**src/daio_pkg.sv**
```systemverilog
package daio_pkg;
   localparam int unsigned  ADDR_W            = 12;
   localparam int unsigned  DATA_W            = 32;
   localparam int unsigned  REG_W             = 16;
   // Printed offsets are not all multiples of four: they are word indices
   localparam logic [9:0]   IDX_OUT_CTRL      = 10'h001;
   localparam logic [9:0]   IDX_IN_CTRL       = 10'h002;
   localparam logic [9:0]   IDX_PWR_CLK       = 10'h004;
   localparam logic [9:0]   IDX_PATH_STATUS   = 10'h008;
   localparam int unsigned  OUT_MUTE_BIT      = 8;
   localparam int unsigned  OUT_PWR_BIT       = 7;
   localparam int unsigned  OUT_SRC_HI        = 5;
   localparam int unsigned  OUT_SRC_LO        = 4;
   localparam int unsigned  FMT_HI            = 2;
   localparam int unsigned  IN_PWR_BIT        = 7;
   localparam int unsigned  DAC_PWR_BIT       = 15;
   localparam int unsigned  ADCL_PWR_BIT      = 10;
   localparam int unsigned  ADCR_PWR_BIT      = 9;
   localparam int unsigned  ADC_BIAS_BIT      = 8;
   localparam int unsigned  DAC_CLK_BIT       = 7;
   localparam int unsigned  DAC_AUTO_BIT      = 6;
   localparam int unsigned  DEC_CLK_BIT       = 2;
   localparam int unsigned  INT_CLK_BIT       = 0;
   localparam logic [15:0]  OUT_CTRL_MASK     = 16'h01B7;
   localparam logic [15:0]  IN_CTRL_MASK      = 16'h0087;
   localparam logic [15:0]  PWR_CLK_MASK      = 16'h87C5;
   localparam logic [15:0]  OUT_CTRL_RESET    = 16'h00A0;
   localparam logic [15:0]  IN_CTRL_RESET     = 16'h0080;
   localparam logic [15:0]  PWR_CLK_RESET     = 16'h8705;
   localparam logic [1:0]   RESP_OKAY         = 2'h0;
   localparam logic [1:0]   RESP_SLVERR       = 2'h2;

   typedef enum logic [1:0] {
      SRC_ADC    = 2'h0,
      SRC_SERIAL = 2'h1,
      SRC_IEC    = 2'h2,
      SRC_MIXER  = 2'h3
   } daio_src_t;

   typedef enum logic [2:0] {
      FMT_I2S    = 3'h0,
      FMT_LSB16  = 3'h1,
      FMT_LSB18  = 3'h2,
      FMT_LSB20  = 3'h3,
      FMT_LSB24  = 3'h4,
      FMT_MSB    = 3'h5
   } daio_fmt_t;

   localparam daio_src_t    DEFAULT_SRC       = SRC_IEC;
   localparam daio_fmt_t    DEFAULT_FMT       = FMT_I2S;
endpackage : daio_pkg

```
**src/daio_regif.sv**
```systemverilog
`timescale 1ns/1ps
`default_nettype none
interface daio_regif;
   logic        wrEn;
   logic        rdEn;
   logic [9:0]  index;
   logic [31:0] wrData;
   logic [3:0]  wrStrb;
   logic [31:0] rdData;
   logic        hit;
   modport slave  (input wrEn, rdEn, index, wrData, wrStrb,
                   output rdData, hit);
   modport master (output wrEn, rdEn, index, wrData, wrStrb,
                   input rdData, hit);
endinterface : daio_regif
`default_nettype wire

```
**src/daio_axil.sv**
```systemverilog
`timescale 1ns/1ps
`default_nettype none
module daio_axil
   import daio_pkg::*;
(
   input  wire logic                clk,
   input  wire logic                nrst,
   input  wire logic [ADDR_W-1:0]   awaddr,
   input  wire logic                awvalid,
   output logic                     awready,
   input  wire logic [DATA_W-1:0]   wdata,
   input  wire logic [3:0]          wstrb,
   input  wire logic                wvalid,
   output logic                     wready,
   output logic [1:0]               bresp,
   output logic                     bvalid,
   input  wire logic                bready,
   input  wire logic [ADDR_W-1:0]   araddr,
   input  wire logic                arvalid,
   output logic                     arready,
   output logic [DATA_W-1:0]        rdata,
   output logic [1:0]               rresp,
   output logic                     rvalid,
   input  wire logic                rready,
   daio_regif.master                rif
);
   logic                awHave_reg, awHave_next;
   logic                wHave_reg, wHave_next;
   logic [9:0]          awIdx_reg, awIdx_next;
   logic [31:0]         wData_reg, wData_next;
   logic [3:0]          wStrb_reg, wStrb_next;
   logic                bValid_reg, bValid_next;
   logic [1:0]          bResp_reg, bResp_next;
   logic                rValid_reg, rValid_next;
   logic [1:0]          rResp_reg, rResp_next;
   logic [31:0]         rData_reg, rData_next;
   logic                doWrite;

   assign awready = !awHave_reg && !bValid_reg;
   assign wready  = !wHave_reg && !bValid_reg;
   assign arready = !rValid_reg;
   assign doWrite = awHave_reg && wHave_reg && !bValid_reg;
   assign bvalid  = bValid_reg;
   assign bresp   = bResp_reg;
   assign rvalid  = rValid_reg;
   assign rresp   = rResp_reg;
   assign rdata   = rData_reg;
   // A read owns the index port this cycle, so the write must wait
   assign rif.wrEn   = doWrite && !rif.rdEn;
   assign rif.rdEn   = arvalid && arready;
   assign rif.index  = rif.rdEn ? araddr[11:2] : awIdx_reg;
   assign rif.wrData = wData_reg;
   assign rif.wrStrb = wStrb_reg;

   always_comb begin
      awHave_next = awHave_reg;
      wHave_next  = wHave_reg;
      awIdx_next  = awIdx_reg;
      wData_next  = wData_reg;
      wStrb_next  = wStrb_reg;
      bValid_next = bValid_reg;
      bResp_next  = bResp_reg;
      rValid_next = rValid_reg;
      rResp_next  = rResp_reg;
      rData_next  = rData_reg;
      if (awvalid && awready) begin
         awHave_next = 1'b1;
         awIdx_next  = awaddr[11:2];
      end
      if (wvalid && wready) begin
         wHave_next = 1'b1;
         wData_next = wdata;
         wStrb_next = wstrb;
      end
      // Write and read share the index port; a read in the same cycle
      // defers the write by one cycle
      if (doWrite && !rif.rdEn) begin
         awHave_next = 1'b0;
         wHave_next  = 1'b0;
         bValid_next = 1'b1;
         bResp_next  = rif.hit ? RESP_OKAY : RESP_SLVERR;
      end
      if (bValid_reg && bready) begin
         bValid_next = 1'b0;
      end
      if (rif.rdEn) begin
         rValid_next = 1'b1;
         rData_next  = rif.rdData;
         rResp_next  = rif.hit ? RESP_OKAY : RESP_SLVERR;
      end else if (rValid_reg && rready) begin
         rValid_next = 1'b0;
      end
   end

   always_ff @(posedge clk) begin
      if (!nrst) begin
         awHave_reg <= 1'b0;
         wHave_reg  <= 1'b0;
         awIdx_reg  <= 10'h000;
         wData_reg  <= 32'h00000000;
         wStrb_reg  <= 4'h0;
         bValid_reg <= 1'b0;
         bResp_reg  <= 2'h0;
         rValid_reg <= 1'b0;
         rResp_reg  <= 2'h0;
         rData_reg  <= 32'h00000000;
      end else begin
         awHave_reg <= awHave_next;
         wHave_reg  <= wHave_next;
         awIdx_reg  <= awIdx_next;
         wData_reg  <= wData_next;
         wStrb_reg  <= wStrb_next;
         bValid_reg <= bValid_next;
         bResp_reg  <= bResp_next;
         rValid_reg <= rValid_next;
         rResp_reg  <= rResp_next;
         rData_reg  <= rData_next;
      end
   end
endmodule : daio_axil
`default_nettype wire

```
**src/daio_regs.sv**
```systemverilog
// Behaviour
// - Output mute bit mutes digital audio output
// - Output power bit zero powers output down
// - Registers stay on own clock, always reachable
// - Two-bit selector picks digital output source
// - Invalid selected source falls back to default
// - Three-bit field sets serial output format
// - Unused output format codes mean default
// - Input power bit zero powers input down
// - Three-bit field sets serial input format
// - Unused input format codes mean default
// - Output control resets to bits 7, 5
// - Input control resets to bit 7
// - Power register resets to bits 15,10,9,8,2,0
// - Bit 15 powers DAC, ignoring mute
// - ADC power needs bias plus channel bit
// - DAC clock enable, auto gate on PLL unlock
// - Bits 2, 0 gate decimator, interpolator clocks
//
// Register access over AXI4-Lite was decided locally.
`timescale 1ns/1ps
`default_nettype none
module daio_regs
   import daio_pkg::*;
(
   input  wire logic                clk,
   input  wire logic                nrst,
   input  wire logic [ADDR_W-1:0]   awaddr,
   input  wire logic                awvalid,
   output logic                     awready,
   input  wire logic [DATA_W-1:0]   wdata,
   input  wire logic [3:0]          wstrb,
   input  wire logic                wvalid,
   output logic                     wready,
   output logic [1:0]               bresp,
   output logic                     bvalid,
   input  wire logic                bready,
   input  wire logic [ADDR_W-1:0]   araddr,
   input  wire logic                arvalid,
   output logic                     arready,
   output logic [DATA_W-1:0]        rdata,
   output logic [1:0]               rresp,
   output logic                     rvalid,
   input  wire logic                rready,
   input  wire logic [3:0]          sourceValid,
   input  wire logic                pllLocked,
   output logic                     outputMute,
   output logic                     outputPowerOn,
   output daio_pkg::daio_src_t      outputSource,
   output daio_pkg::daio_fmt_t      outputWordFormat,
   output logic                     inputPowerOn,
   output daio_pkg::daio_fmt_t      inputWordFormat,
   output logic                     dacPowerOn,
   output logic                     leftAdcPowerOn,
   output logic                     rightAdcPowerOn,
   output logic                     adcBiasPowerOn,
   output logic                     dacClockEnable,
   output logic                     interpolatorMute,
   output logic                     decimatorClockEnable,
   output logic                     interpolatorClockEnable
);
   daio_regif rif ();

   logic [15:0]         outCtrl_reg, outCtrl_next;
   logic [15:0]         inCtrl_reg, inCtrl_next;
   logic [15:0]         pwrClk_reg, pwrClk_next;
   logic                outputMute_reg, outputMute_next;
   logic                outputPowerOn_reg, outputPowerOn_next;
   daio_src_t           outputSource_reg, outputSource_next;
   daio_fmt_t           outputFmt_reg, outputFmt_next;
   logic                inputPowerOn_reg, inputPowerOn_next;
   daio_fmt_t           inputFmt_reg, inputFmt_next;
   logic                dacPower_reg, dacPower_next;
   logic                adcL_reg, adcL_next;
   logic                adcR_reg, adcR_next;
   logic                adcBias_reg, adcBias_next;
   logic                dacClk_reg, dacClk_next;
   logic                intMute_reg, intMute_next;
   logic                decClk_reg, decClk_next;
   logic                intClk_reg, intClk_next;
   logic                autoGate;
   logic [1:0]          selSrc;

   // Bus slave runs on clk alone, never on a gated datapath clock
   daio_axil u_axil (
      .clk     (clk),
      .nrst    (nrst),
      .awaddr  (awaddr),
      .awvalid (awvalid),
      .awready (awready),
      .wdata   (wdata),
      .wstrb   (wstrb),
      .wvalid  (wvalid),
      .wready  (wready),
      .bresp   (bresp),
      .bvalid  (bvalid),
      .bready  (bready),
      .araddr  (araddr),
      .arvalid (arvalid),
      .arready (arready),
      .rdata   (rdata),
      .rresp   (rresp),
      .rvalid  (rvalid),
      .rready  (rready),
      .rif     (rif.master)
   );

   function automatic daio_fmt_t decodeFmt(input logic [2:0] code);
      if (code > 3'h5) begin
         decodeFmt = DEFAULT_FMT;
      end else begin
         decodeFmt = daio_fmt_t'(code);
      end
   endfunction : decodeFmt

   function automatic logic [15:0] mergeWord(input logic [15:0] old,
                                             input logic [31:0] data,
                                             input logic [3:0]  strb,
                                             input logic [15:0] mask);
      logic [15:0] merged;
      merged = old;
      if (strb[0]) begin
         merged[7:0] = data[7:0];
      end
      if (strb[1]) begin
         merged[15:8] = data[15:8];
      end
      // Reserved bits are not stored and read as zero
      mergeWord = merged & mask;
   endfunction : mergeWord

   always_comb begin
      rif.hit    = 1'b1;
      rif.rdData = 32'h00000000;
      case (rif.index)
         IDX_OUT_CTRL:    rif.rdData = {16'h0000, outCtrl_reg};
         IDX_IN_CTRL:     rif.rdData = {16'h0000, inCtrl_reg};
         IDX_PWR_CLK:     rif.rdData = {16'h0000, pwrClk_reg};
         IDX_PATH_STATUS: rif.rdData = {16'h0000, 6'h00,
                                        outputSource_reg, autoGate,
                                        dacClk_reg, intMute_reg,
                                        pllLocked, sourceValid};
         default:         rif.hit = 1'b0;
      endcase
   end

   always_comb begin
      outCtrl_next = outCtrl_reg;
      inCtrl_next  = inCtrl_reg;
      pwrClk_next  = pwrClk_reg;
      if (rif.wrEn) begin
         case (rif.index)
            IDX_OUT_CTRL: outCtrl_next = mergeWord(outCtrl_reg, rif.wrData,
                                                   rif.wrStrb, OUT_CTRL_MASK);
            IDX_IN_CTRL:  inCtrl_next = mergeWord(inCtrl_reg, rif.wrData,
                                                  rif.wrStrb, IN_CTRL_MASK);
            IDX_PWR_CLK:  pwrClk_next = mergeWord(pwrClk_reg, rif.wrData,
                                                  rif.wrStrb, PWR_CLK_MASK);
            default: begin
            end
         endcase
      end
   end

   always_ff @(posedge clk) begin
      if (!nrst) begin
         outCtrl_reg <= OUT_CTRL_RESET;
         inCtrl_reg  <= IN_CTRL_RESET;
         pwrClk_reg  <= PWR_CLK_RESET;
      end else begin
         outCtrl_reg <= outCtrl_next;
         inCtrl_reg  <= inCtrl_next;
         pwrClk_reg  <= pwrClk_next;
      end
   end

   assign selSrc   = outCtrl_reg[OUT_SRC_HI:OUT_SRC_LO];
   assign autoGate = pwrClk_reg[DAC_AUTO_BIT] && !pllLocked;

   always_comb begin
      outputMute_next    = outCtrl_reg[OUT_MUTE_BIT];
      outputPowerOn_next = outCtrl_reg[OUT_PWR_BIT];
      outputSource_next  = daio_src_t'(selSrc);
      if (!sourceValid[selSrc]) begin
         outputSource_next = DEFAULT_SRC;
      end
      outputFmt_next    = decodeFmt(outCtrl_reg[FMT_HI:0]);
      inputPowerOn_next = inCtrl_reg[IN_PWR_BIT];
      inputFmt_next     = decodeFmt(inCtrl_reg[FMT_HI:0]);
      // DAC power ignores the output mute on purpose
      dacPower_next = pwrClk_reg[DAC_PWR_BIT];
      adcBias_next  = pwrClk_reg[ADC_BIAS_BIT];
      adcL_next     = pwrClk_reg[ADC_BIAS_BIT]
                      && pwrClk_reg[ADCL_PWR_BIT];
      adcR_next     = pwrClk_reg[ADC_BIAS_BIT]
                      && pwrClk_reg[ADCR_PWR_BIT];
      dacClk_next   = pwrClk_reg[DAC_CLK_BIT] && !autoGate;
      intMute_next  = autoGate;
      decClk_next   = pwrClk_reg[DEC_CLK_BIT];
      intClk_next   = pwrClk_reg[INT_CLK_BIT];
   end

   always_ff @(posedge clk) begin
      if (!nrst) begin
         outputMute_reg    <= 1'b0;
         outputPowerOn_reg <= 1'b1;
         outputSource_reg  <= SRC_IEC;
         outputFmt_reg     <= FMT_I2S;
         inputPowerOn_reg  <= 1'b1;
         inputFmt_reg      <= FMT_I2S;
         dacPower_reg      <= 1'b1;
         adcL_reg          <= 1'b1;
         adcR_reg          <= 1'b1;
         adcBias_reg       <= 1'b1;
         dacClk_reg        <= 1'b0;
         intMute_reg       <= 1'b0;
         decClk_reg        <= 1'b1;
         intClk_reg        <= 1'b1;
      end else begin
         outputMute_reg    <= outputMute_next;
         outputPowerOn_reg <= outputPowerOn_next;
         outputSource_reg  <= outputSource_next;
         outputFmt_reg     <= outputFmt_next;
         inputPowerOn_reg  <= inputPowerOn_next;
         inputFmt_reg      <= inputFmt_next;
         dacPower_reg      <= dacPower_next;
         adcL_reg          <= adcL_next;
         adcR_reg          <= adcR_next;
         adcBias_reg       <= adcBias_next;
         dacClk_reg        <= dacClk_next;
         intMute_reg       <= intMute_next;
         decClk_reg        <= decClk_next;
         intClk_reg        <= intClk_next;
      end
   end

   assign outputMute              = outputMute_reg;
   assign outputPowerOn           = outputPowerOn_reg;
   assign outputSource            = outputSource_reg;
   assign outputWordFormat        = outputFmt_reg;
   assign inputPowerOn            = inputPowerOn_reg;
   assign inputWordFormat         = inputFmt_reg;
   assign dacPowerOn              = dacPower_reg;
   assign leftAdcPowerOn          = adcL_reg;
   assign rightAdcPowerOn         = adcR_reg;
   assign adcBiasPowerOn          = adcBias_reg;
   assign dacClockEnable          = dacClk_reg;
   assign interpolatorMute        = intMute_reg;
   assign decimatorClockEnable    = decClk_reg;
   assign interpolatorClockEnable = intClk_reg;

   a_mute_follows: assert property (
      @(posedge clk) disable iff (!nrst)
      outputMute == $past(outCtrl_reg[OUT_MUTE_BIT]))
      else $error("output mute does not follow its bit");
   a_outpwr_follows: assert property (
      @(posedge clk) disable iff (!nrst)
      outputPowerOn == $past(outCtrl_reg[OUT_PWR_BIT]))
      else $error("output power does not follow its bit");
   a_src_select: assert property (
      @(posedge clk) disable iff (!nrst)
      sourceValid[selSrc] |=> outputSource == $past(selSrc))
      else $error("output source differs from selector");
   a_src_fallback: assert property (
      @(posedge clk) disable iff (!nrst)
      !sourceValid[selSrc] |=> outputSource == DEFAULT_SRC)
      else $error("invalid source not replaced by default");
   a_ofmt_unused: assert property (
      @(posedge clk) disable iff (!nrst)
      outCtrl_reg[2:1] == 2'h3 |=> outputWordFormat == DEFAULT_FMT)
      else $error("unused output format not defaulted");
   a_ifmt_decode: assert property (
      @(posedge clk) disable iff (!nrst)
      inCtrl_reg[2:0] <= 3'h5
      |=> inputWordFormat == $past(inCtrl_reg[2:0]))
      else $error("input format not decoded");
   a_inpwr_follows: assert property (
      @(posedge clk) disable iff (!nrst)
      inputPowerOn == $past(inCtrl_reg[IN_PWR_BIT]))
      else $error("input power does not follow its bit");
   a_adc_bias: assert property (
      @(posedge clk) disable iff (!nrst)
      !pwrClk_reg[ADC_BIAS_BIT] |=> !leftAdcPowerOn && !rightAdcPowerOn)
      else $error("ADC powered without bias");
   a_dac_autogate: assert property (
      @(posedge clk) disable iff (!nrst)
      autoGate |=> !dacClockEnable && interpolatorMute)
      else $error("DAC clock not gated on PLL unlock");
   a_reset_values: assert property (
      @(posedge clk)
      !nrst |=> outCtrl_reg == OUT_CTRL_RESET
      && inCtrl_reg == IN_CTRL_RESET
      && pwrClk_reg == PWR_CLK_RESET)
      else $error("register reset values wrong");
   a_bus_alive: assert property (
      @(posedge clk) disable iff (!nrst)
      arvalid && arready |=> rvalid)
      else $error("read not answered while paths are off");
endmodule : daio_regs
`default_nettype wire

```
**config.mk**
```make
export PLATFORM = sky130hd
export DESIGN_NAME = daio_regs
export DESIGN_NICKNAME = d
export VERILOG_FILES = /design/src/daio_pkg.sv /design/src/daio_regif.sv /design/src/daio_axil.sv /design/src/daio_regs.sv
export SDC_FILE = /design/constraint.sdc
export NUM_CORES = 1
export LEC_CHECK = 0
export ABC_CLOCK_PERIOD_IN_PS = 1900
export BUFFER_PORTS_ARGS = -buffer_cell sky130_fd_sc_hd__buf_4
export CORE_ASPECT_RATIO = 1.75
export CORE_MARGIN = 5
export CORE_UTILIZATION = 30
export CTS_BUF_LIST = sky130_fd_sc_hd__clkbuf_16
export CTS_CLUSTER_SIZE = 14
export DETAILED_ROUTE_END_ITERATION = 7
export GPL_TIMING_DRIVEN = 1
export HOLD_SLACK_MARGIN = 0.03
export PLACE_DENSITY = 0.58
export SLEW_MARGIN = 5
export SYNTH_ARGS = -nofsm -noshare
export SYNTH_HDL_FRONTEND = slang
export SYNTH_SLANG_ARGS = --single-unit
```
**constraint.sdc**
```tcl
create_clock -name clk -period 1.9 [get_ports clk]
set_input_delay 0 -clock clk [delete_from_list [all_inputs] [get_ports clk]]
set_output_delay 0 -clock clk [all_outputs]
set_load 0.01 [all_outputs]
```
# Word-level counts from Yosys, hierarchy flattened
# Cells that the tools add are included.
[op_classes] order_cmp=3 n_eq_ne=4 n_mux=8 n_bitwise=1 reduce_logical=33
[op_table] operator="16-bit case mux with 4 select lines" count=1
[op_table] operator="3-bit AND reduction" count=5
[op_table] operator="1-bit logical AND" count=14
[op_table] operator="10-bit by 1-bit equality test with 1-bit output (second input constant)" count=1
[op_table] operator="10-bit by 2-bit equality test with 1-bit output (second input constant)" count=1
[op_table] operator="10-bit by 3-bit equality test with 1-bit output (second input constant)" count=1
[op_table] operator="10-bit by 4-bit equality test with 1-bit output (second input constant)" count=1
[op_table] operator="10-bit two-way mux" count=1
[op_table] operator="2-bit OR reduction" count=4
[op_table] operator="1-bit logical NOT" count=7
[op_table] operator="3-bit greater-than comparator (second input constant)" count=2
[op_table] operator="1-bit two-way mux" count=4
[op_table] operator="4-bit OR reduction" count=1
[op_table] operator="2-bit by 3-bit < comparator with 1-bit output (second input constant)" count=1
[op_table] operator="1-bit binary-select mux with 2-bit select" count=1
[op_table] operator="2-bit two-way mux" count=1
[op_table] operator="2-bit AND reduction" count=1
[op_table] operator="2-bit nonzero test" count=1
[op_table] operator="1-bit inverter" count=1
[word_totals] register_bits=106 in_bits=72 output_inout_bits=60 elab_cells=78

# Logic depth before layout (Yosys ltp)
# Gate-level depths: netlist of run 1.
[logic_depth] word_depth=7 ltp_mapped=6

# Modules after synthesis
# From an unflattened synthesis of run 1, not the netlist that was laid out.
[unflattened] hier_cells=554 hier_area_um2=4979.8
[modules_own_cells] module="daio_axil" instances=1 cells_each=390 area_per_inst_um2=3324.4
[modules_own_cells] module="daio_regs" instances=1 cells_each=164 area_per_inst_um2=1655.3

# Worst setup path before layout of run 1
# OpenSTA, ideal clock, no wires.
[synth_timing] path_kind="register to register" start="register u_axil.rValid_reg (netlist: u_axil.rvalid)" end="register pwrClk_reg[0]" t_arrival_ns=1.590 t_required_ns=1.771 setup_slack_ns=0.181 stages_incl_launch_ff=6 n_path_buf=0 synth_period_minus_slack_ns=1.719 path_cell_list="dfxtp_1 nor4b_4 nand4_1 a21oi_2 mux2i_1 nand2_1"
[synth_via] elab_chain_cells=5
[synth_rtl] item="start: declaration" line="daio_axil.sv:34" source="logic rValid_reg, rValid_next;"
[synth_rtl] item="start signal: assignment" line="daio_axil.sv:115" source="rValid_reg <= rValid_next;"
[synth_rtl] item="1-bit logical NOT *" line="daio_axil.sv:41" source="assign arready = !rValid_reg;"
[synth_rtl] item="1-bit logical AND *" line="daio_axil.sv:50" source="assign rif.rdEn = arvalid && arready;"
[synth_rtl] item="10-bit two-way mux or 1-bit logical NOT (tied branches)" line="daio_axil.sv:51, daio_axil.sv:49"
[synth_rtl] item="10-bit by 3-bit equality test with 1-bit output or 1-bit logical AND (tied branches)" line="daio_regs.sv:152, daio_axil.sv:49"
[synth_rtl] item="3-bit AND reduction (no line) *"
[synth_rtl] item="end signal: assignment" line="daio_regs.sv:173" source="pwrClk_reg <= pwrClk_next;"
[synth_rtl] item="end: declaration" line="daio_regs.sv:66" source="logic [15:0] pwrClk_reg, pwrClk_next;"
# Every way passes the cells marked *; elsewhere a longest branch is shown, timed or not.
# A chain may end at the register's enable or synchronous reset.

# Final worst setup path of run 1
[layout_timing] start="register u_axil.awIdx_reg[5]" end="register inCtrl_reg[7]"
[layout_via] elab_chain_cells=3
[layout_rtl] item="start: declaration" line="daio_axil.sv:29" source="logic [9:0] awIdx_reg, awIdx_next;"
[layout_rtl] item="start signal: assignment" line="daio_axil.sv:110" source="awIdx_reg <= awIdx_next;"
[layout_rtl] item="10-bit two-way mux" line="daio_axil.sv:51" source="assign rif.index = rif.rdEn ? araddr[11:2] : awIdx_reg;"
[layout_rtl] item="10-bit by 2-bit equality test with 1-bit output" line="daio_regs.sv:152" source="case (rif.index)"
[layout_rtl] item="3-bit AND reduction (no line)"
[layout_rtl] item="end signal: assignment" line="daio_regs.sv:172" source="inCtrl_reg <= inCtrl_next;"
[layout_rtl] item="end: declaration" line="daio_regs.sv:65" source="logic [15:0] inCtrl_reg, inCtrl_next;"
# Every way passes these cells.

==> summary.md, run 1 <==
| Metric | Value |
|---|---|
| Post-synthesis adder-cell area fraction | 0% |
| Port bufs | 82 |
| Sw Ratio | between 20% and 30% |
| Main flop type after synthesis | dfxtp_1 |
| Iter 0 DRT Violations | 188 |
| TritonCTS Buffers | 9 |
| Worst Setup End Kind | flop |
| WL per Instance | between 10 and 15 um |
| Share of layout cells above drive strength 1 | roughly a quarter |
| Grt ovf | 0 |
| F_max | between 0.5 and 0.6 GHz |
| Hold_sp | araddr[10] |
| Core Util, Final | between 40% and 50% |
| Worst R2R Start | u_axil.awIdx_reg[5] |
| Synth async-reset ratio | 0% |
| Root buffer cell | clkbuf_16 |
| Most frequent cell after synthesis | nand2_1 |
| TritonCTS clock tree | yes |
| Number of flops mapped to enable cells by yosys | 0 |
| Initial antenna violation count | 0 |
| RR Endpoint | inCtrl_reg[7] |
| Uppermost routed layer | met4 |
| Clock Sinks | between 70 and 80 |
| Cell accounting for the most synthesized area | dfxtp_1 |
| H-tree Lvls | 3 |
| Combinational fraction of design power | a little over a tenth |
| Crit Path Class | reg -> reg |
| Hold Crit Depth | 4 |
| DRC viols | 0 |
| Most instantiated cells after synthesis | 82 x nand2_1, 79 x dfxtp_1, 25 x a21boi_0 |
| Synthesized-area fraction occupied by xor and xnor cells | less than 1% |
| Fin crit share | between 90% and 100% |
| Metal3 WL | around 460 um |
| Status | complete, no violations |
| Int Pwr | 2.94 mW |
| Syn Inst Count | approximately 360 |
| Crit path DAT | roughly 2.0 ns |
| Req. time, crit path | 2.11 ns |
| Maximum VDD drop | 0.000608 V |
| First-pass GRT wire length | ~14 mm |
| Final setup viols | 0 |
| # IOs | between 100 and 150 |
| R2R depth | 5 |
| Cell area after layout | between 4000 and 5000 um^2 |
| Startpoint types | flop |
| Vias in the first global route | between 2,000 and 3,000 |
| Antenna viol nets, final | 0 |
| Slew Viols, Final | 0 |
| Cell Area, Synth | ~3300 um^2 |
| Max FO, Critical Path | 4 |
| Wirelength, routed | about 9 mm |
| Synth top area cells | dfxtp_1 48%, nand2_1 9.3%, mux2i_1 6.0% |
| Max-Cap Viols | 0 |
| Flop2flop setup slack | 0.11 ns |
| Met2 routed WL | a little over 5 mm |
| Tot GR Track Use | between 10% and 20% |
| Clock Tree Buf Depth | 2 |
| Clock share of power | ~45% |
| Mux cell area share after synthesis | 6.36% |
| Starting Density | between 30% and 40% |
| Core area | between 10,000 and 15,000 um^2 |
| Die area | about 13,000 um^2 |
| CTS clock-pin slew for the worst setup and hold paths | around 0.06 ns |
| # fillers | 1,108 |
| Placed Instance Area | 4050 um^2 |
| Synth Warn # | 0 |
| N_diodes | 0 |
| Compound-Gate Fraction of Synth Area | between 10 and 15% |
| Post-Synth Simple-Gate Area | 24.0% |
| Hold Vio Cnt, Final | 0 |
| Fin crit period | around 1.8 ns |
| Library cells used by synthesis | 44 |
| Largest net degree at the start of global routing | 40 |
| Sw Pwr | ~0.94 mW |
| Mapped Avg Cell Area | a little over 9 um^2 |
| # rows | just over 50 |
| Die X | roughly 90 um |
| Vias/cell | roughly 4.6 |
| RD Place Congestion | between 0.8 and 0.9 |
| Total negative slack | 0 ns |
| Sequential-to-total area share from yosys stat | ~48% |
| Hold endpoint | u_axil.rresp[1] |
| Largest register FFs | 12 |
| Power per cell area | a little over 800 nW/um^2 |
| Skew final | roughly 0.0045 ns |
| Reg power frac | between 40% and 50% |
| Die height | around 150 um |
| Seq cells post-synth | between 70 and 80 |
| Yosys top cell area share | a little under half |
| Total power | roughly 4 mW |
| Fin nets | 560 |
| Pre-antenna DRT Iters | 5 |
| P_leak | 1.91 nW |
| Routed via count | 2,878 |
| Detailed placer's ending HPWL | 6.93 mm |
| Largest family of logic cells by synthesized area | simple AND/OR/NAND/NOR gates |
| Area grow syn2layout | 42.8% |
| Clk_lat worst skew | between 0.3 and 0.4 ns |
| Post-route met1 wirelength | approximately 3.2 mm |
| Hold Path Class | in -> reg |
[critical path, stage by stage, from the launching register on]
cell,delay [ns]
dfxtp_1,0.31
nor4_2,0.42
nand4_1,0.33
a21oi_4,0.34
mux2i_1,0.21
nand2_1,0.06
[cell usage in the layout, fill, tap and decap left out, drive strengths merged, types with 2 or more instances in the layout]
master / n
a21boi: 25
a21oi: 8
a221oi: 3
a222oi: 4
a22oi: 10
and2: 5
and3b: 3
buf: 96
clkbuf: 9
clkinv: 2
clkinvlp: 2
conb: 22
dfxtp: 79
dlygate4sd3: 33
inv: 4
mux2i: 20
nand2: 82
nand2b: 7
nand3: 7
nand4: 6
nor2: 15
nor2b: 16
nor4: 2
nor4b: 6
o21ai: 11
or2: 2
[power by group through the flow]
stage,combinational (mW),sequential [mW],clock [mW]
2_1_floorplan,0.221,1.77,0
3_3_place_gp,0.351,1.77,0
3_5_place_dp,0.354,1.78,0
4_1_cts,0.410,1.74,1.77
5_1_grt,0.460,1.75,1.84
6_report,0.415,1.74,1.73
[cells by family after synthesis]
logic type,Yosys count
and+or+nand+nor,157
DFF,79
other,1
buffers and inverters,38
muxes,21
AOI/OAI and AO/OA,66
xor gates and xnor gates,1
[how the worst max path moves through the flow]
stage / cells past startpoint / from / end
finish: 5 / u_axil.awIdx_reg[5] / inCtrl_reg[7]
global route: 7 / u_axil.awIdx_reg[2] / pwrClk_reg[9]
detailed placement: 5 / u_axil.awIdx_reg[5] / pwrClk_reg[2]
global placement: 5 / u_axil.awIdx_reg[5] / pwrClk_reg[2]
CTS: 6 / u_axil.awIdx_reg[5] / pwrClk_reg[10]
floorplan: 5 / u_axil.rvalid / pwrClk_reg[0]
[metrics by stage]
| stage | hold slack (ns) | instances | setup WS [ns] |
|---|---|---|---|
| final | 0.0878 | 625 | 0.107 |
| after global routing | 0.104 | 625 | -0.00137 |
| after CTS | 0.0804 | 622 | 0.0490 |
| after detailed placement | 0.263 | 573 | 0.00400 |
| after global placement | 0.255 | 573 | 0.0588 |
| after floorplan | 0.138 | 384 | 0.181 |
[cell type report]
| class | count | area (um^2) | area share (%) |
|---|---|---|---|
| Multi-Input combinational cell | 267 | 1630 | 34.4 |
| Clock buffer | 9 | 225 | 4.75 |
| Clock inverter | 7 | 80.1 | 1.69 |
| Sequential cell | 79 | 1580 | 33.4 |
| Tap cell | 132 | 165 | 3.48 |
| Inverter | 2 | 7.51 | 0.158 |
| Timing Repair Buffer | 129 | 1050 | 22.2 |
[layer usage]
layer,up-vias,track usage [%]
met4,0,7.15
met2,88,26.0
li1,1463,-
met1,1316,14.3
met3,11,3.04
met5,-,0
[timing repair]
action,CTS,global route
gates resized for setup,1,7
setup endpoints to repair,1,26
setup buffers,0,3
endpoints found under the hold margin,40,0
pin swaps,0,5
cloned,0,0
hold buffers,33,0
No activity file was read; power rests on OpenSTA's default activity.
==> inputs of run 2 (changes only) <==
--- a/config.mk
+++ b/config.mk
@@ -5,6 +5,7 @@
 export SDC_FILE = /design/constraint.sdc
 export NUM_CORES = 1
 export LEC_CHECK = 0
+export ABC_AREA = 1
 export ABC_CLOCK_PERIOD_IN_PS = 1900
 export BUFFER_PORTS_ARGS = -buffer_cell sky130_fd_sc_hd__buf_4
 export CORE_ASPECT_RATIO = 1.75
@@ -15,7 +16,7 @@
 export DETAILED_ROUTE_END_ITERATION = 7
 export GPL_TIMING_DRIVEN = 1
 export HOLD_SLACK_MARGIN = 0.03
-export PLACE_DENSITY = 0.58
+export PLACE_DENSITY = 0.57
 export SLEW_MARGIN = 5
 export SYNTH_ARGS = -nofsm -noshare
 export SYNTH_HDL_FRONTEND = slang
==> run 2 against run 1 <==
  * Clock skew increased by 0.00059 ns
  * Core utilization shrank 2.0 points
  * Synthesized cell count increased by 27%
  * Non-clock buffer count shrank 6
  * Register-to-register slack gained 0.07 ns
  * Total power shrank 2.9%
  * Critical endpoint is now u_axil.rdata[8]
  * Largest cell class is now flip-flops and latches
  * Largest power group unchanged
==> summary.md, run 2 <==
| Metric | Value |
|---|---|
| Status | complete, no violations |
| Setup bufs post-CTS | 0 (unchanged) |
| Crit Path Class | reg -> reg |
| Library cells used by synthesis | 28 (-36%) |
| Pre-antenna DRT Iters | 4 (-1) |
| Total power | 3.77 mW (-2.9%) |
| Cells after DPL | 671 (+17%) |
| Detailed placer's ending HPWL | 7.14 mm (+2.9%) |
| Clk_lat worst skew | 0.34 ns (about the same) |
| Starting Density | 30.2% (-0.12 points) |
| Cell accounting for the most synthesized area | dfxtp_1 |
| DRC viols | 0 (unchanged) |
| Sequential-to-total area share from yosys stat | 45.8% (-1.8 points) |
| Die area | 13,800 um^2 (+3.6%) |
| Final non-filler cell total | 715 (+14%) |
| Int Pwr | 2.80 mW (-4.8%) |
| First-pass GRT wire length | 14.7 mm (+3.5%) |
| Skew final | 0.00514 ns (+0.000587 ns) |
| H-tree Lvls | 3 (unchanged) |
| # fillers | 1,215 (+9.7%) |
| Clock Sinks | 79 (unchanged) |
| Flop2flop setup slack | 0.17 ns (+0.07 ns) |
| Synth async-reset ratio | 0% (unchanged) |
| R2R depth | 13 (+8) |
| Hold Crit Depth | 4 (unchanged) |
| Largest register FFs | 12 (unchanged) |
| Area grow syn2layout | 36.6% |
| Commonest non-fill, non-tap cell in the layout | buf_4 |
| RSZ-0062 raised after global routing | no |
| CTS clock-pin slew for the worst setup and hold paths | 0.06 ns (about the same) |
| Worst slew margin | between 60% and 70% |
| Sw Ratio | 25.7% (+1.5 points) |
| Vias in the first global route | 3,146 (+13%) |
| Clock share of power | 39.5% (-5.0 points) |
| Crit path DAT | 2.00 ns (about the same) |
| Largest net degree at the start of global routing | 59 (+48%) |
| Wirelength, routed | 9.08 mm (+0.53%) |
| Final setup viols | 0 (unchanged) |
| Hold Vio Cnt, Final | 0 (unchanged) |
| Share of layout cells above drive strength 1 | 24.7% (-1.5 points) |
| Core area | 11,500 um^2 (+4.3%) |
| Antenna viol nets, final | 0 (unchanged) |
| N_diodes | 0 (unchanged) |
| F_max | 0.579 GHz (+3.8%) |
| Fin crit period | 1.73 ns (-0.0663 ns) |
| Yosys top cell area share | 45.8% (-1.8 points) |
| Synth Warn # | 0 (unchanged) |
| Root buffer cell | clkbuf_16 |
| Port bufs | 82 (unchanged) |
| Hold Path Class | in -> reg |
| # rows | 52 (+2.0%) |
| Maximum VDD drop | 0.000433 V (-29%) |
| Total negative slack | 0 ns (unchanged) |
| Mapped Avg Cell Area | 7.49 um^2 (-18%) |
| Most instantiated cells after synthesis | 79 x dfxtp_1, 72 x nand2_1, 53 x nor2_1 |
| Fin nets | 649 (+16%) |
| Main flop type after synthesis | dfxtp_1 |
| WL per Instance | 12.7 um (-12%) |
| Worst Setup End Kind | flop |
| Iter 0 DRT Violations | 162 (-14%) |
| Commonest cells after routing, fill and taps aside | 92 x buf_4, 78 x dfxtp_1, 71 x nand2_1, 52 x nor2_1, 51 x inv_1 |
| P_leak | 2.17 nW (+14%) |
| RD Place Congestion | 0.835 (+1.8%) |
| Reg power frac | 46.5% (+1.7 points) |
| Seq cells post-synth | 79 (unchanged) |
| Number of flops mapped to enable cells by yosys | 0 (unchanged) |
| Routed via count | 3,201 (+11%) |
| Req. time, crit path | 2.17 ns (+0.06 ns) |
| Vias/cell | 4.48 (-2.8%) |
| # IOs | 132 (unchanged) |
| Synth top area cells | dfxtp_1 46%, nand2_1 7.8%, nor2_1 5.8% |
| Syn Inst Count | 461 (+27%) |
| Initial antenna violation count | 0 (unchanged) |
| Cell Area, Synth | 3450 um^2 (+3.9%) |
| Slew Viols, Final | 0 (unchanged) |
| Grt ovf | 0 (unchanged) |
| Hold slack | 0.0495 ns (-0.0383 ns) |
| Clock Tree Buf Depth | 2 (unchanged) |
| Max FO, Critical Path | 12 (+8) |
| Die X | 91.1 um (+1.7%) |
| Fin crit share | 90.9% (-3.5 points) |
| Die height | 152 um (+1.8%) |
| Sw Pwr | 0.969 mW (+2.9%) |
| TritonCTS Buffers | 9 (unchanged) |
| Most frequent cell after synthesis | dfxtp_1 |
| Tot GR Track Use | 13.1% (-0.99 points) |
| TritonCTS clock tree | yes |
| Power per cell area | 799 nW/um^2 (-2.4%) |
| Slew @ Worst Pin | roughly 0.52 ns |
| Startpoint types | flop |
| Max-Cap Viols | 0 (unchanged) |
| Combinational fraction of design power | 14.0% (+3.3 points) |
## run 2: path summary, 6_finish.rpt
kind / from / end
worst max-delay path: u_axil.rvalid / u_axil.rdata[8]
worst min register to register: u_axil.rif.wrData[10] / u_axil.rif.wrData[10]
worst min-delay path: sourceValid[0] / outputSource[1]
worst max register to register: u_axil.rvalid / u_axil.rdata[8]
## run 2: cell families (layout without fill, tap and decap cells)
group / Yosys count / in the layout / share of synthesized area, %
flops: 79 / 79 / 45.8
compound gates: 92 / 92 / 14.7
simple gates: 197 / 197 / 26.3
other cells: 1 / 22 / 0.109
buf+inv: 92 / 190 / 13.2
## run 2: cell type report
class	count	area, um^2	area share [%]
Clock buffer	9	225	4.77
Clock inverter	5	28.8	0.610
Inverter	53	199	4.22
Multi-Input combinational cell	311	1510	32.0
Sequential cell	79	1580	33.5
Tap cell	135	169	3.58
Timing Repair Buffer	123	1000	21.2
## run 2: stage by stage
stage	util [%]	area (um^2)	setup slack [ns]
final	41.2	4720	0.173
after CTS	41.0	4700	0.0215
after global routing	41.2	4720	0.0605
after floorplan	-	3530	0.237
after detailed placement	36.2	4140	0.0353
after global placement	36.2	4140	0.0844
## run 2: power groups by stage
stage                     Sequential (mW)  Combinational, mW  Clock (mW)
after floorplan                      1.78              0.330           0
after global placement               1.79              0.466           0
after detailed placement             1.79              0.474           0
after CTS                            1.75              0.525        1.54
after global routing                 1.76              0.597        1.59
final                                1.75              0.528        1.49
## run 2: layer usage
| metal | track usage, % | part of all wire, % | up-vias |
|---|---|---|---|
| li1 | - | - | 1663 |
| met1 | 13.4 | 38 | 1446 |
| met2 | 24.2 | 53 | 79 |
| met3 | 3.76 | 6.3 | 13 |
| met4 | 5.73 | 2.5 | 0 |
| met5 | 0 | 0 | - |
## run 2: worst max-delay path, cell delays in order, from the launching register on
cell and delay, ns:
dfxtp_2 0.37, inv_2 0.06, nand2_4 0.11, buf_6 0.17
nand2_1 0.06, nand2_1 0.07, nand3_1 0.15, inv_1 0.16
nand2_1 0.08, inv_2 0.07, nand2_1 0.07, nand3_1 0.09
nand2_1 0.06, a21oi_1 0.12
## run 2: what timing repair did
action                                  CTS  global route
endpoints found under the setup margin    0            23
gates resized for setup                   0             6
hold endpoints to repair                 31             0
hold buffers                             30             0
